$ cat src/hdl/ddc_pkg.sv
// Contract
// - Optional down conversion, decimate 2..32, 32-bit oscillator
// - Real mode bypasses mixer; software zeroes frequency
// - Filter math 20-bit, truncated only at output
// - Crossbar lets each path take other channel
// - Optional 6 dB gain in complex path
// - Optional 3 dB gain in real path
// - Quarter-rate mix gives real output, double rate
// - Positive rotation default, register inverts mixer phase
// - Oscillator sequence multiplies real converter samples
// - Frequency word is signed two's complement
// - New frequency active only after restart/sync toggle
// - Output rate Fs/N, passband 0.8 or 0.4
// - Filters keep passband, reject aliasing stopbands
// - Sync pin sampled on clock, chosen by enable
// - Sync resets dividers, phase, loads pending frequency
package ddc_pkg;
  localparam int IN_W   = 14;
  localparam int OUT_W  = 16;
  localparam int CALC_W = 20;
  localparam int ACC_W  = 25;
  localparam int NCO_W  = 32;
  localparam int REG_AW = 8;
  localparam int CTRL_W = 12;
  // ----------------------------------------------------------------
  // Register offsets
  // ----------------------------------------------------------------
  localparam logic [7:0] OFS_CTRL   = 8'h00;
  localparam logic [7:0] OFS_FREQ_A = 8'h04;
  localparam logic [7:0] OFS_FREQ_B = 8'h08;
  localparam logic [7:0] OFS_STAT   = 8'h0C;
  localparam logic [7:0] OFS_LIVE_A = 8'h10;
  localparam logic [7:0] OFS_LIVE_B = 8'h14;
  // ----------------------------------------------------------------
  // Control fields and reset values
  // ----------------------------------------------------------------
  localparam int B_EN = 0, B_REAL = 1, B_G6 = 2, B_G3 = 3, B_FS4 = 4;
  localparam int B_INV = 5, B_CROSS = 6, B_SYNC_EN = 7, B_RESTART = 8;
  localparam int B_DEC_LO = 9;
  localparam logic [CTRL_W-1:0] CTRL_RST     = 12'h000;
  localparam logic [NCO_W-1:0]  FREQ_RST     = 32'h00000000;
  localparam logic [2:0]        DEC_CODE_MAX = 3'h4;
  localparam logic [4:0]        CNT_FULL     = 5'h1F;
  // ----------------------------------------------------------------
  // Quarter-wave cosine table and saturation limits
  // ----------------------------------------------------------------
  localparam logic [4:0][15:0] COS_TAB =
    {16'h0000, 16'h30FC, 16'h5A82, 16'h7641, 16'h7FFF};
  localparam logic signed [21:0] SAT_HI = 22'sh07FFFF;
  localparam logic signed [21:0] SAT_LO = 22'sh380000;
  typedef struct packed {
    logic               real_fmt;
    logic signed [15:0] i;
    logic signed [15:0] q;
  } out_word_s;
  typedef enum logic [1:0] {EMIT_MAIN = 2'b01, EMIT_SECOND = 2'b10} emit_e;
endpackage

$ cat src/hdl/ddc_decimator.sv
// Chosen here: the register offsets and the plain strobed port.
`timescale 1ns/100ps
`default_nettype none
module ddc_decimator (
  // Clock and reset
  input  wire logic                            clk,
  input  wire logic                            rst_b,
  // Register port
  input  wire logic [ddc_pkg::REG_AW-1:0]      reg_addr,
  input  wire logic [31:0]                     reg_wdata,
  input  wire logic                            reg_wr,
  input  wire logic                            reg_rd,
  output logic      [31:0]                     reg_rdata,
  // Converter samples
  input  wire logic signed [ddc_pkg::IN_W-1:0] samp_a,
  input  wire logic signed [ddc_pkg::IN_W-1:0] samp_b,
  input  wire logic                            samp_valid,
  output logic                                 samp_ready,
  // Power-down or sync pin
  input  wire logic                            powerdown_or_align_pin,
  output logic                                 powered_down,
  // Decimated output, one lane per channel
  output ddc_pkg::out_word_s [1:0]             out_word,
  output logic [1:0]                           out_valid,
  input  wire logic [1:0]                      out_ready
);
  import ddc_pkg::*;

  // ----------------------------------------------------------------
  // Helpers
  // ----------------------------------------------------------------
  // Sixteen-step cosine from quarter-wave table
  function automatic logic signed [15:0] cos16(input logic [3:0] k);
    logic signed [15:0] v;
    v = 16'sh0000;
    if (k <= 4'h4) v = COS_TAB[3'(k)];
    else if (k <= 4'h8) v = -COS_TAB[3'(4'h8 - k)];
    else if (k <= 4'hC) v = -COS_TAB[3'(k - 4'h8)];
    else v = COS_TAB[3'(5'h10 - {1'b0, k})];
    return v;
  endfunction

  // Gain stages with saturation; 3 dB is a shift-add near 1.406
  function automatic logic signed [CALC_W-1:0] gain_fn(
    input logic signed [CALC_W-1:0] v,
    input logic                     g6,
    input logic                     g3);
    logic signed [21:0] w;
    w = 22'(v);
    if (g6) w = w <<< 1;
    if (g3) w = w + (w >>> 2) + (w >>> 3) + (w >>> 5);
    if (w > SAT_HI) return SAT_HI[CALC_W-1:0];
    if (w < SAT_LO) return SAT_LO[CALC_W-1:0];
    return w[CALC_W-1:0];
  endfunction

  // ----------------------------------------------------------------
  // Register file and sync
  // ----------------------------------------------------------------
  logic [CTRL_W-1:0] ctrl_q, ctrl_d;
  logic [NCO_W-1:0]  freq_q [2];
  logic [NCO_W-1:0]  freq_d [2];
  logic [31:0]       rdata_q, rdata_d;
  logic              pin_prev_q, pin_prev_d;
  logic              restart_prev_q, restart_prev_d;
  logic              rdy_q, rdy_d;
  logic              pd_q, pd_d;
  logic              align_ev;
  logic [2:0]        dec_code;
  logic [1:0]        ch_ok;
  logic [4:0]        cnt_view [2];
  logic [NCO_W-1:0]  live_view [2];
  logic signed [IN_W-1:0] samp [2];
  logic              accept;

  assign samp[0] = samp_a;
  assign samp[1] = samp_b;
  assign accept  = samp_valid & rdy_q;
  // Codes above 4 clamp to the deepest factor
  assign dec_code = (ctrl_q[B_DEC_LO +: 3] > DEC_CODE_MAX) ?
                    DEC_CODE_MAX : ctrl_q[B_DEC_LO +: 3];
  // Restart bit rising, or pin rising when it serves as sync
  assign align_ev = (ctrl_q[B_RESTART] & ~restart_prev_q) |
                    (ctrl_q[B_SYNC_EN] & powerdown_or_align_pin &
                     ~pin_prev_q);

  // Register decode, read data, ready and power-down
  always_comb begin
    ctrl_d         = ctrl_q;
    freq_d         = freq_q;
    rdata_d        = 32'h00000000;
    pin_prev_d     = powerdown_or_align_pin;
    restart_prev_d = ctrl_q[B_RESTART];
    // Pin acts as power-down unless sync is enabled
    pd_d           = ~ctrl_q[B_SYNC_EN] & powerdown_or_align_pin;
    rdy_d          = ~pd_d & (&ch_ok);
    if (reg_wr) begin
      case (reg_addr)
        OFS_CTRL:   ctrl_d    = reg_wdata[CTRL_W-1:0];
        OFS_FREQ_A: freq_d[0] = reg_wdata;
        OFS_FREQ_B: freq_d[1] = reg_wdata;
        default:    ;
      endcase
    end
    if (reg_rd) begin
      case (reg_addr)
        OFS_CTRL:   rdata_d = {20'h00000, ctrl_q};
        OFS_FREQ_A: rdata_d = freq_q[0];
        OFS_FREQ_B: rdata_d = freq_q[1];
        OFS_STAT:   rdata_d = {25'h0000000, cnt_view[0], rdy_q, pd_q};
        OFS_LIVE_A: rdata_d = live_view[0];
        OFS_LIVE_B: rdata_d = live_view[1];
        default:    rdata_d = 32'h00000000;
      endcase
    end
  end

  always_ff @(posedge clk or negedge rst_b) begin
    if (!rst_b) begin
      ctrl_q         <= CTRL_RST;
      freq_q[0]      <= FREQ_RST;
      freq_q[1]      <= FREQ_RST;
      rdata_q        <= 32'h00000000;
      pin_prev_q     <= 1'b0;
      restart_prev_q <= 1'b0;
      rdy_q          <= 1'b0;
      pd_q           <= 1'b0;
    end else begin
      ctrl_q         <= ctrl_d;
      freq_q         <= freq_d;
      rdata_q        <= rdata_d;
      pin_prev_q     <= pin_prev_d;
      restart_prev_q <= restart_prev_d;
      rdy_q          <= rdy_d;
      pd_q           <= pd_d;
    end
  end

  assign reg_rdata    = rdata_q;
  assign samp_ready   = rdy_q;
  assign powered_down = pd_q;

  // ----------------------------------------------------------------
  // Per-channel path: crossbar, mixer, decimator, two-entry buffer
  // ----------------------------------------------------------------
  for (genvar ch = 0; ch < 2; ch++) begin : g_ch
    logic signed [ACC_W-1:0]  acc_i_q, acc_i_d, acc_q_q, acc_q_d;
    logic [4:0]               cnt_q, cnt_d;
    logic [NCO_W-1:0]         phase_q, phase_d, live_q, live_d;
    logic [1:0]               rot_q, rot_d;
    emit_e                    emit_q, emit_d;
    logic signed [OUT_W-1:0]  held_q, held_d;
    out_word_s                main_q, main_d, skid_q, skid_d;
    logic                     mv_q, mv_d, sv_q, sv_d;

    logic signed [IN_W-1:0]   x;
    logic signed [15:0]       cv, sv;
    logic signed [29:0]       prod_i, prod_q;
    logic signed [CALC_W-1:0] mi, mq, ri, rq;
    logic signed [ACC_W-1:0]  sum_i, sum_q;
    logic signed [OUT_W-1:0]  ti, tq;
    logic [4:0]               last_cnt;
    logic                     push;
    out_word_s                push_w;

    // Crossbar ahead of the filter
    assign x = ctrl_q[B_CROSS] ? samp[1-ch] : samp[ch];
    assign last_cnt = CNT_FULL >> (3'h4 - dec_code);
    assign ch_ok[ch] = (emit_d == EMIT_MAIN) & ~sv_d;
    assign cnt_view[ch] = cnt_q;
    assign live_view[ch] = live_q;

    // Oscillator lookup; top phase bits pick the step
    always_comb begin
      cv = cos16(phase_q[NCO_W-1 -: 4]);
      sv = cos16(phase_q[NCO_W-1 -: 4] - 4'h4);
      prod_i = x * cv;
      prod_q = x * sv;
      if (ctrl_q[B_REAL]) begin
        mi = {x[IN_W-1], x, 5'h00};
        mq = 20'sh00000;
      end else begin
        mi = prod_i[29 -: CALC_W];
        // Inverted phase gives the negative rotation
        mq = ctrl_q[B_INV] ? -prod_q[29 -: CALC_W] : prod_q[29 -: CALC_W];
      end
      sum_i = acc_i_q + ACC_W'(mi);
      sum_q = acc_q_q + ACC_W'(mq);
      // Integrate-and-dump; normalising shift keeps unity DC gain
      ri = gain_fn(CALC_W'(sum_i >>> (dec_code + 3'h1)),
                   ctrl_q[B_G6] & ~ctrl_q[B_REAL],
                   ctrl_q[B_G3] & ctrl_q[B_REAL]);
      rq = gain_fn(CALC_W'(sum_q >>> (dec_code + 3'h1)),
                   ctrl_q[B_G6] & ~ctrl_q[B_REAL], 1'b0);
      ti = ri[CALC_W-1 -: OUT_W];
      tq = rq[CALC_W-1 -: OUT_W];
    end

    // Sequencing, quarter-rate mix and buffer next state
    always_comb begin
      acc_i_d = acc_i_q;
      acc_q_d = acc_q_q;
      cnt_d   = cnt_q;
      phase_d = phase_q;
      live_d  = live_q;
      rot_d   = rot_q;
      emit_d  = emit_q;
      held_d  = held_q;
      main_d  = main_q;
      skid_d  = skid_q;
      mv_d    = mv_q;
      sv_d    = sv_q;
      push    = 1'b0;
      push_w  = '0;
      // Drain side first frees a slot this cycle
      if (mv_q && out_ready[ch]) begin
        main_d = skid_q;
        mv_d   = sv_q;
        sv_d   = 1'b0;
      end
      if (align_ev) begin
        cnt_d   = 5'h00;
        acc_i_d = '0;
        acc_q_d = '0;
        phase_d = '0;
        live_d  = freq_q[ch];
        rot_d   = 2'h0;
      end else if (accept && !ctrl_q[B_EN]) begin
        push   = 1'b1;
        push_w = '{real_fmt: 1'b1, i: {x, 2'h0}, q: 16'sh0000};
      end else if (accept) begin
        phase_d = phase_q + live_q;
        if (cnt_q == last_cnt) begin
          // One complex result per N inputs, I and Q together
          cnt_d   = 5'h00;
          acc_i_d = '0;
          acc_q_d = '0;
          push    = 1'b1;
          if (ctrl_q[B_FS4] && !ctrl_q[B_REAL]) begin
            // Re((I+jQ)*j^k): I, -Q, -I, Q as two real words
            push_w = '{real_fmt: 1'b1, i: rot_q[1] ? -ti : ti, q: 16'sh0000};
            held_d = rot_q[1] ? tq : -tq;
            rot_d  = rot_q + 2'h2;
            emit_d = EMIT_SECOND;
          end else begin
            push_w = '{real_fmt: ctrl_q[B_REAL], i: ti, q: tq};
          end
        end else begin
          cnt_d   = cnt_q + 5'h01;
          acc_i_d = sum_i;
          acc_q_d = sum_q;
        end
      end
      // Second real word waits for a free slot
      if (emit_q == EMIT_SECOND && !sv_q) begin
        push   = 1'b1;
        push_w = '{real_fmt: 1'b1, i: held_q, q: 16'sh0000};
        emit_d = EMIT_MAIN;
      end
      if (push) begin
        if (!mv_d) begin
          main_d = push_w;
          mv_d   = 1'b1;
        end else begin
          skid_d = push_w;
          sv_d   = 1'b1;
        end
      end
    end

    always_ff @(posedge clk or negedge rst_b) begin
      if (!rst_b) begin
        acc_i_q <= '0;
        acc_q_q <= '0;
        cnt_q   <= 5'h00;
        phase_q <= '0;
        live_q  <= FREQ_RST;
        rot_q   <= 2'h0;
        emit_q  <= EMIT_MAIN;
        held_q  <= 16'sh0000;
        main_q  <= '0;
        skid_q  <= '0;
        mv_q    <= 1'b0;
        sv_q    <= 1'b0;
      end else begin
        acc_i_q <= acc_i_d;
        acc_q_q <= acc_q_d;
        cnt_q   <= cnt_d;
        phase_q <= phase_d;
        live_q  <= live_d;
        rot_q   <= rot_d;
        emit_q  <= emit_d;
        held_q  <= held_d;
        main_q  <= main_d;
        skid_q  <= skid_d;
        mv_q    <= mv_d;
        sv_q    <= sv_d;
      end
    end

    assign out_word[ch]  = main_q;
    assign out_valid[ch] = mv_q;
  end
endmodule
`default_nettype wire

$ cat config.mk
export PLATFORM = sky130hd
export DESIGN_NAME = ddc_decimator
export DESIGN_NICKNAME = d
export VERILOG_FILES = /design/src/hdl/ddc_pkg.sv /design/src/hdl/ddc_decimator.sv
export SDC_FILE = /design/constraint.sdc
export NUM_CORES = 2
export LEC_CHECK = 0
export ABC_AREA = 1
export BUFFER_PORTS_ARGS = -buffer_cell sky130_fd_sc_hd__buf_2
export CORE_MARGIN = 5
export CORE_UTILIZATION = 40
export CTS_CLUSTER_DIAMETER = 50
export CTS_CLUSTER_SIZE = 25
export DETAILED_ROUTE_END_ITERATION = 12
export GPL_ROUTABILITY_DRIVEN = 1
export GPL_TIMING_DRIVEN = 0
export PLACE_DENSITY = 0.57
export SLEW_MARGIN = 20
export SYNTH_ARGS = -nofsm -noshare
export SYNTH_HDL_FRONTEND = slang
export SYNTH_SLANG_ARGS = --single-unit
export TNS_END_PERCENT = 100
$ cat constraint.sdc
create_clock -name clk -period 15.9 [get_ports clk]
set_input_delay 3.18 -clock clk [delete_from_list [all_inputs] [get_ports clk]]
set_output_delay 3.18 -clock clk [all_outputs]
set_load 0.01 [all_outputs]
* Word level (Yosys, flattened, before mapping)
Memory sizes are Yosys's and may differ from the RTL's. Index checks and enable logic that the tools add are counted.
Operators by class: $mul 4, add/sub/neg operators 46, $lt $le $gt $ge 37, bitwise operators 20, multiplexer cells 167, reductions and logical operators 26, equal/unequal tests 12, shift-type cells 5
Operators by type and width (number):
- 2-to-1 mux 33 bit | 18
- 2-to-1 mux 20 bit | 26
- 2-to-1 mux 16 bit | 32
- 2-to-1 mux 25 bit | 16
- 2-to-1 mux 32 bit | 7
- negation 16 bit | 12
- one-hot mux 32 bit (6 select lines) | 1
- multiplier 14 x 16 -> 30 bit | 4
- adder 25 x 20 -> 25 bit | 4
- >>> shifter 25 x 3 -> 20 bit | 4
- adder 32 bit | 2
- less-than comparator 3 x 4 -> 1 bit (second input constant) | 16
- adder 21 x 19 -> 22 bit | 2
- adder 22 x 16 -> 22 bit | 2
- adder 22 x 18 -> 22 bit | 2
- > comparator 22 x 20 -> 1 bit (second input constant) | 2
- less-than comparator 22 x 20 -> 1 bit (second input constant) | 2
- 2-to-1 mux 2 bit | 22
- 2-to-1 mux 22 bit | 2
- > comparator 21 x 20 -> 1 bit (second input constant) | 2
- less-than comparator 21 x 20 -> 1 bit (second input constant) | 2
- 2-to-1 mux 5 bit | 8
- negation 20 bit | 2
- <= comparator 4 bit (second input constant) | 8
- 30 further kinds | 119
Storage, ports and cells: bits in read-only memories 2048, register bits 526, memories 16, input port bits 76, logic and storage cells 373, output and inout bits 102
Memories:
- (name not given) | words 8, bits a word 16, rd ports 1, clocked after memory_dff 0, write ports 0, line ddc_decimator.sv:39 | else v = COS_TAB[3'(5'h10 - {1'b0, k})];
- (name not given) | words 8, bits a word 16, rd ports 1, clocked after memory_dff 0, write ports 0, line ddc_decimator.sv:38 | else if (k <= 4'hC) v = -COS_TAB[3'(k - 4'h8)];
- (name not given) | words 8, bits a word 16, rd ports 1, clocked after memory_dff 0, write ports 0, line ddc_decimator.sv:37 | else if (k <= 4'h8) v = -COS_TAB[3'(4'h8 - k)];
- (name not given) | words 8, bits a word 16, rd ports 1, clocked after memory_dff 0, write ports 0, line ddc_decimator.sv:36 | if (k <= 4'h4) v = COS_TAB[3'(k)];
- (name not given) | words 8, bits a word 16, rd ports 1, clocked after memory_dff 0, write ports 0, line ddc_decimator.sv:39
- (name not given) | words 8, bits a word 16, rd ports 1, clocked after memory_dff 0, write ports 0, line ddc_decimator.sv:38
- 10 more memories

* Logic depth before layout (Yosys ltp)
depth after elaboration 31, depth in mapped cells 104, mapped depth without buffers 102

* Worst setup path after synthesis
Ideal clock, no wire load.
kind input-to-reg, start point in samp_a[2] (netlist bit), end point reg g_ch[0].main_q, in the netlist out_word[20], setup slack -0.434 ns, stages on the path 78, arrival 16.247 ns, cells stage by stage inv_1 > o21ai_0 > clkinv_1 > clkbuf_1 > nor2_1 > fa_1 > inv_1 > fa_1 > inv_1 > fa_1 > fa_1 > fa_1 > inv_1 > fa_1 > inv_1 > ha_1 > a21oi_1 > o21ai_0 > [42 not listed] > o21ai_1 > a21oi_1 > o21ai_2 > nand2_1 > a21oi_1 > xor2_1 > o21ai_2 > buf_4 > nand2_1 > inv_1 > ha_1 > nand4_1 > inv_1 > o21ai_0 > nand3_1 > o211ai_1 > o21ai_0 > a22oi_1
RTL lines:
- start, declared | line ddc_decimator.sv:15 | input wire logic signed [ddc_pkg::IN_W-1:0] samp_a,
- end signal, assigned | line ddc_decimator.sv:294 | main_q <= main_d;
- end, declared | line ddc_decimator.sv:153 | out_word_s main_q, main_d, skid_q, skid_d;

==> metrics.yaml <==
synth_cell_types: 78
drv_cap: 0
start_kind: "primary input"
vias: 72700
rr_worst_depth: 86
crit_arrival_ps: 16620
cts_buffers: 72
io_pins: 178
pre_cts_ws_ps: -4650
overflow: 0
final_cell_mix: "nand2_1, inv_1, fa_1"
ys_ff_latch: 524
gp_congestion: 1.03
whs_path_depth: 0
fin_skew_ps: 79.6
syn_to_final_growth_pct: 18.1
grt_use_total: 0.291
hold_violations: 0
ys_async_sr_fraction: 1.00
synth_fp_nets: 11900
antenna_found_initial: 14
r2r-start: "g_ch[0].phase_q[29]$_DFFE_PN0P_"
cts_sinks: 524
port_buffers: 176
wl_um: 292000
grt_max_degree: 95
worst_slew_pin_slew_ps: 1280
rsz0062_at_grt: "yes"
layout_setup_ws_ps: -205
final_max_slew_viol_count: 0
synth_edf_count: 0
post-route-period-util: 1.01
dieArea_mm2: 0.198
grt_pass1_wl_um: 445000
syn_area_per_cell_um2: 7.36
worstSetupStartpoint: "samp_b[4]"
place_area_mm2: 0.0804
vias_per_cell: 5.41
cts_buffer_depth: 3
antenna_left: 0
wl_per_cell_um: 21.7
ff2ff_setup_slack_ps: -90
cts_root_buf: "clkbuf_16"
cts_tree: "done"
synth_top_cell_area_share: 0.245
synthesis.area_mm2: 0.0759
fin_area_mm2: 0.0896
violations: "negative setup slack"
setup_viol: 27
reg2reg_to: "out_word[22]$_DFF_PN0_"
fmax_ghz: 0.0621
cp_common_cell: "buf_4"
layout_commonest_cell: "nand2_1"
period_minus_slack_ps: 16110
yosys.area.top_type: "fa_1"
status: "finished, violations left"
postSynthCellCount: 10300
final_nets: 12500
holdBufCountCts: 0
relSlewSlack: 0.146
final_layout_size_suffix_gt1_frac: 0.142
rows: 159
path_clk_slew_ps: 80
clk_latency_ps: 700
worstHoldEndpoint: "restart_prev_q$_DFF_PN0_"
hpwl_um: 237000
initial_core_util: 0.403
grt_pass1_vias: 73000
yosys-top-cells-area: "fa_1, dfrtp_1, nand2_1"
worstPathMaxFanout: 5
critPathKind: "in2reg"
chipHeight_um: 446
hold_path.class: "reg2reg"
crit_path_end_kind: "flip-flop"
die_w_um: 446
ys_seq_area_frac: 0.173
drtIter0Drc: 5817
timing.hold.ws_ps: 462
core-area_mm2: 0.188
synth-main-ff-cell: "dfrtp_1"
hold_start: "ctrl_q[8]$_DFFE_PN0P_"
cts_max_level: 3
crit_required_ps: 16410
ys_warn_count: 0
dr.pass1.iters: 8
drcViolationCount: 0
slowest_stage: "o21ai_1"
cpPeakStageDelay_ps: 600
-- how the worst max path moves through the flow --
stage,endpoint,cells past startpoint,slack (ps)
4_1_cts,out_word[30]$_DFF_PN0_,84,-230
3_3_place_gp,out_word[61]$_DFF_PN0_,81,-5950
6_report,out_word[22]$_DFF_PN0_,78,-210
3_5_place_dp,out_word[61]$_DFF_PN0_,84,-4650
2_1_floorplan,out_word[61]$_DFF_PN0_,86,60
5_1_grt,out_word[22]$_DFF_PN0_,85,-790
-- synthesized netlist by cell type (37+ instances only) --
| master | number |
|---|---|
| a211oi_1 | 53 |
| a21oi_1 | 538 |
| a31oi_1 | 68 |
| clkbuf_1 | 283 |
| dfrtp_1 | 522 |
| fa_1 | 928 |
| ha_1 | 550 |
| inv_1 | 1874 |
| nand2_1 | 2344 |
| nand2_2 | 53 |
| nand3_1 | 383 |
| nand4_1 | 48 |
| nor2_1 | 947 |
| nor3_1 | 80 |
| o21ai_0 | 747 |
| o21ai_1 | 96 |
| o22ai_1 | 46 |
| o31ai_1 | 37 |
| or2_2 | 40 |
| xnor2_1 | 95 |
| xor2_1 | 125 |
-- through the flow --
| stage | util | TNS, ps | cells |
|---|---|---|---|
| floorplan | - | 0 | 10300 |
| global placement | 0.424 | -404690 | 13000 |
| detailed placement | 0.427 | -272830 | 13000 |
| CTS | 0.465 | -4050 | 13400 |
| global route | 0.476 | -36090 | 13500 |
| finish | 0.476 | -2270 | 13500 |
-- kinds of logic (layout without fill, tap and decap cells) --
group | after synthesis | after routing | share of synthesized area
xor+xnor | 223 | 223 | 0.0262
mux | 6 | 6 | 0.000808
other cells | 0 | 3 | 0
buf+inv | 2273 | 2920 | 0.114
compound gates | 1807 | 1807 | 0.134
flops | 524 | 524 | 0.173
fa+ha+maj | 1481 | 1481 | 0.336
simple gates | 3995 | 3995 | 0.216
-- critical path, delay by kind of cell --
kind / cells / cell delay [ps]
buffers and inverters: 26 / 2620
AOI/OAI and AO/OA: 22 / 3570
and+or+nand+nor: 17 / 1920
xor gates and xnor gates: 1 / 230
adders and majority gates: 12 / 5030
-- flip-flops by register name (all words and copies together) (netlist names), 50 cells and up --
name,flops
freq_q,64
g_ch.acc_i_q,50
g_ch.acc_q_q,50
g_ch.live_q,64
g_ch.phase_q,64
g_ch.skid_q,66
out_word,66
-- repair_timing --
| action | 4_1_cts | 5_1_grt |
|---|---|---|
| gates resized for setup | 703 | 372 |
| pin swaps | 236 | 245 |
| buffers inserted | 229 | 93 |
| setup endpoints to repair | 70 | 106 |
-- layer usage --
metal / global-route usage / share of wire / wire [µm] / vias to the layer above
li1: - / - / - / 33700
met1: 0.396 / 0.43 / 125000 / 35900
met2: 0.467 / 0.46 / 133000 / 2608
met3: 0.0492 / 0.073 / 21300 / 515
met4: 0.105 / 0.041 / 12100 / 14
met5: 0 / 0.00051 / 148 / -
-- layout make-up --
type	instances	area, µm²
Timing Repair Buffer	520	3950
Fill cell	19000	98600
Tap cell	2495	3120
Inverter	1934	7420
Antenna cell	3	7.51
Clock inverter	55	776
Sequential cell	524	13100
Multi-Input combinational cell	7512	57600
Buffer	335	1760
Clock buffer	76	1850
Power is not shown: default switching activity piles up to over one toggle a cycle in this logic, so the estimate is an artifact.
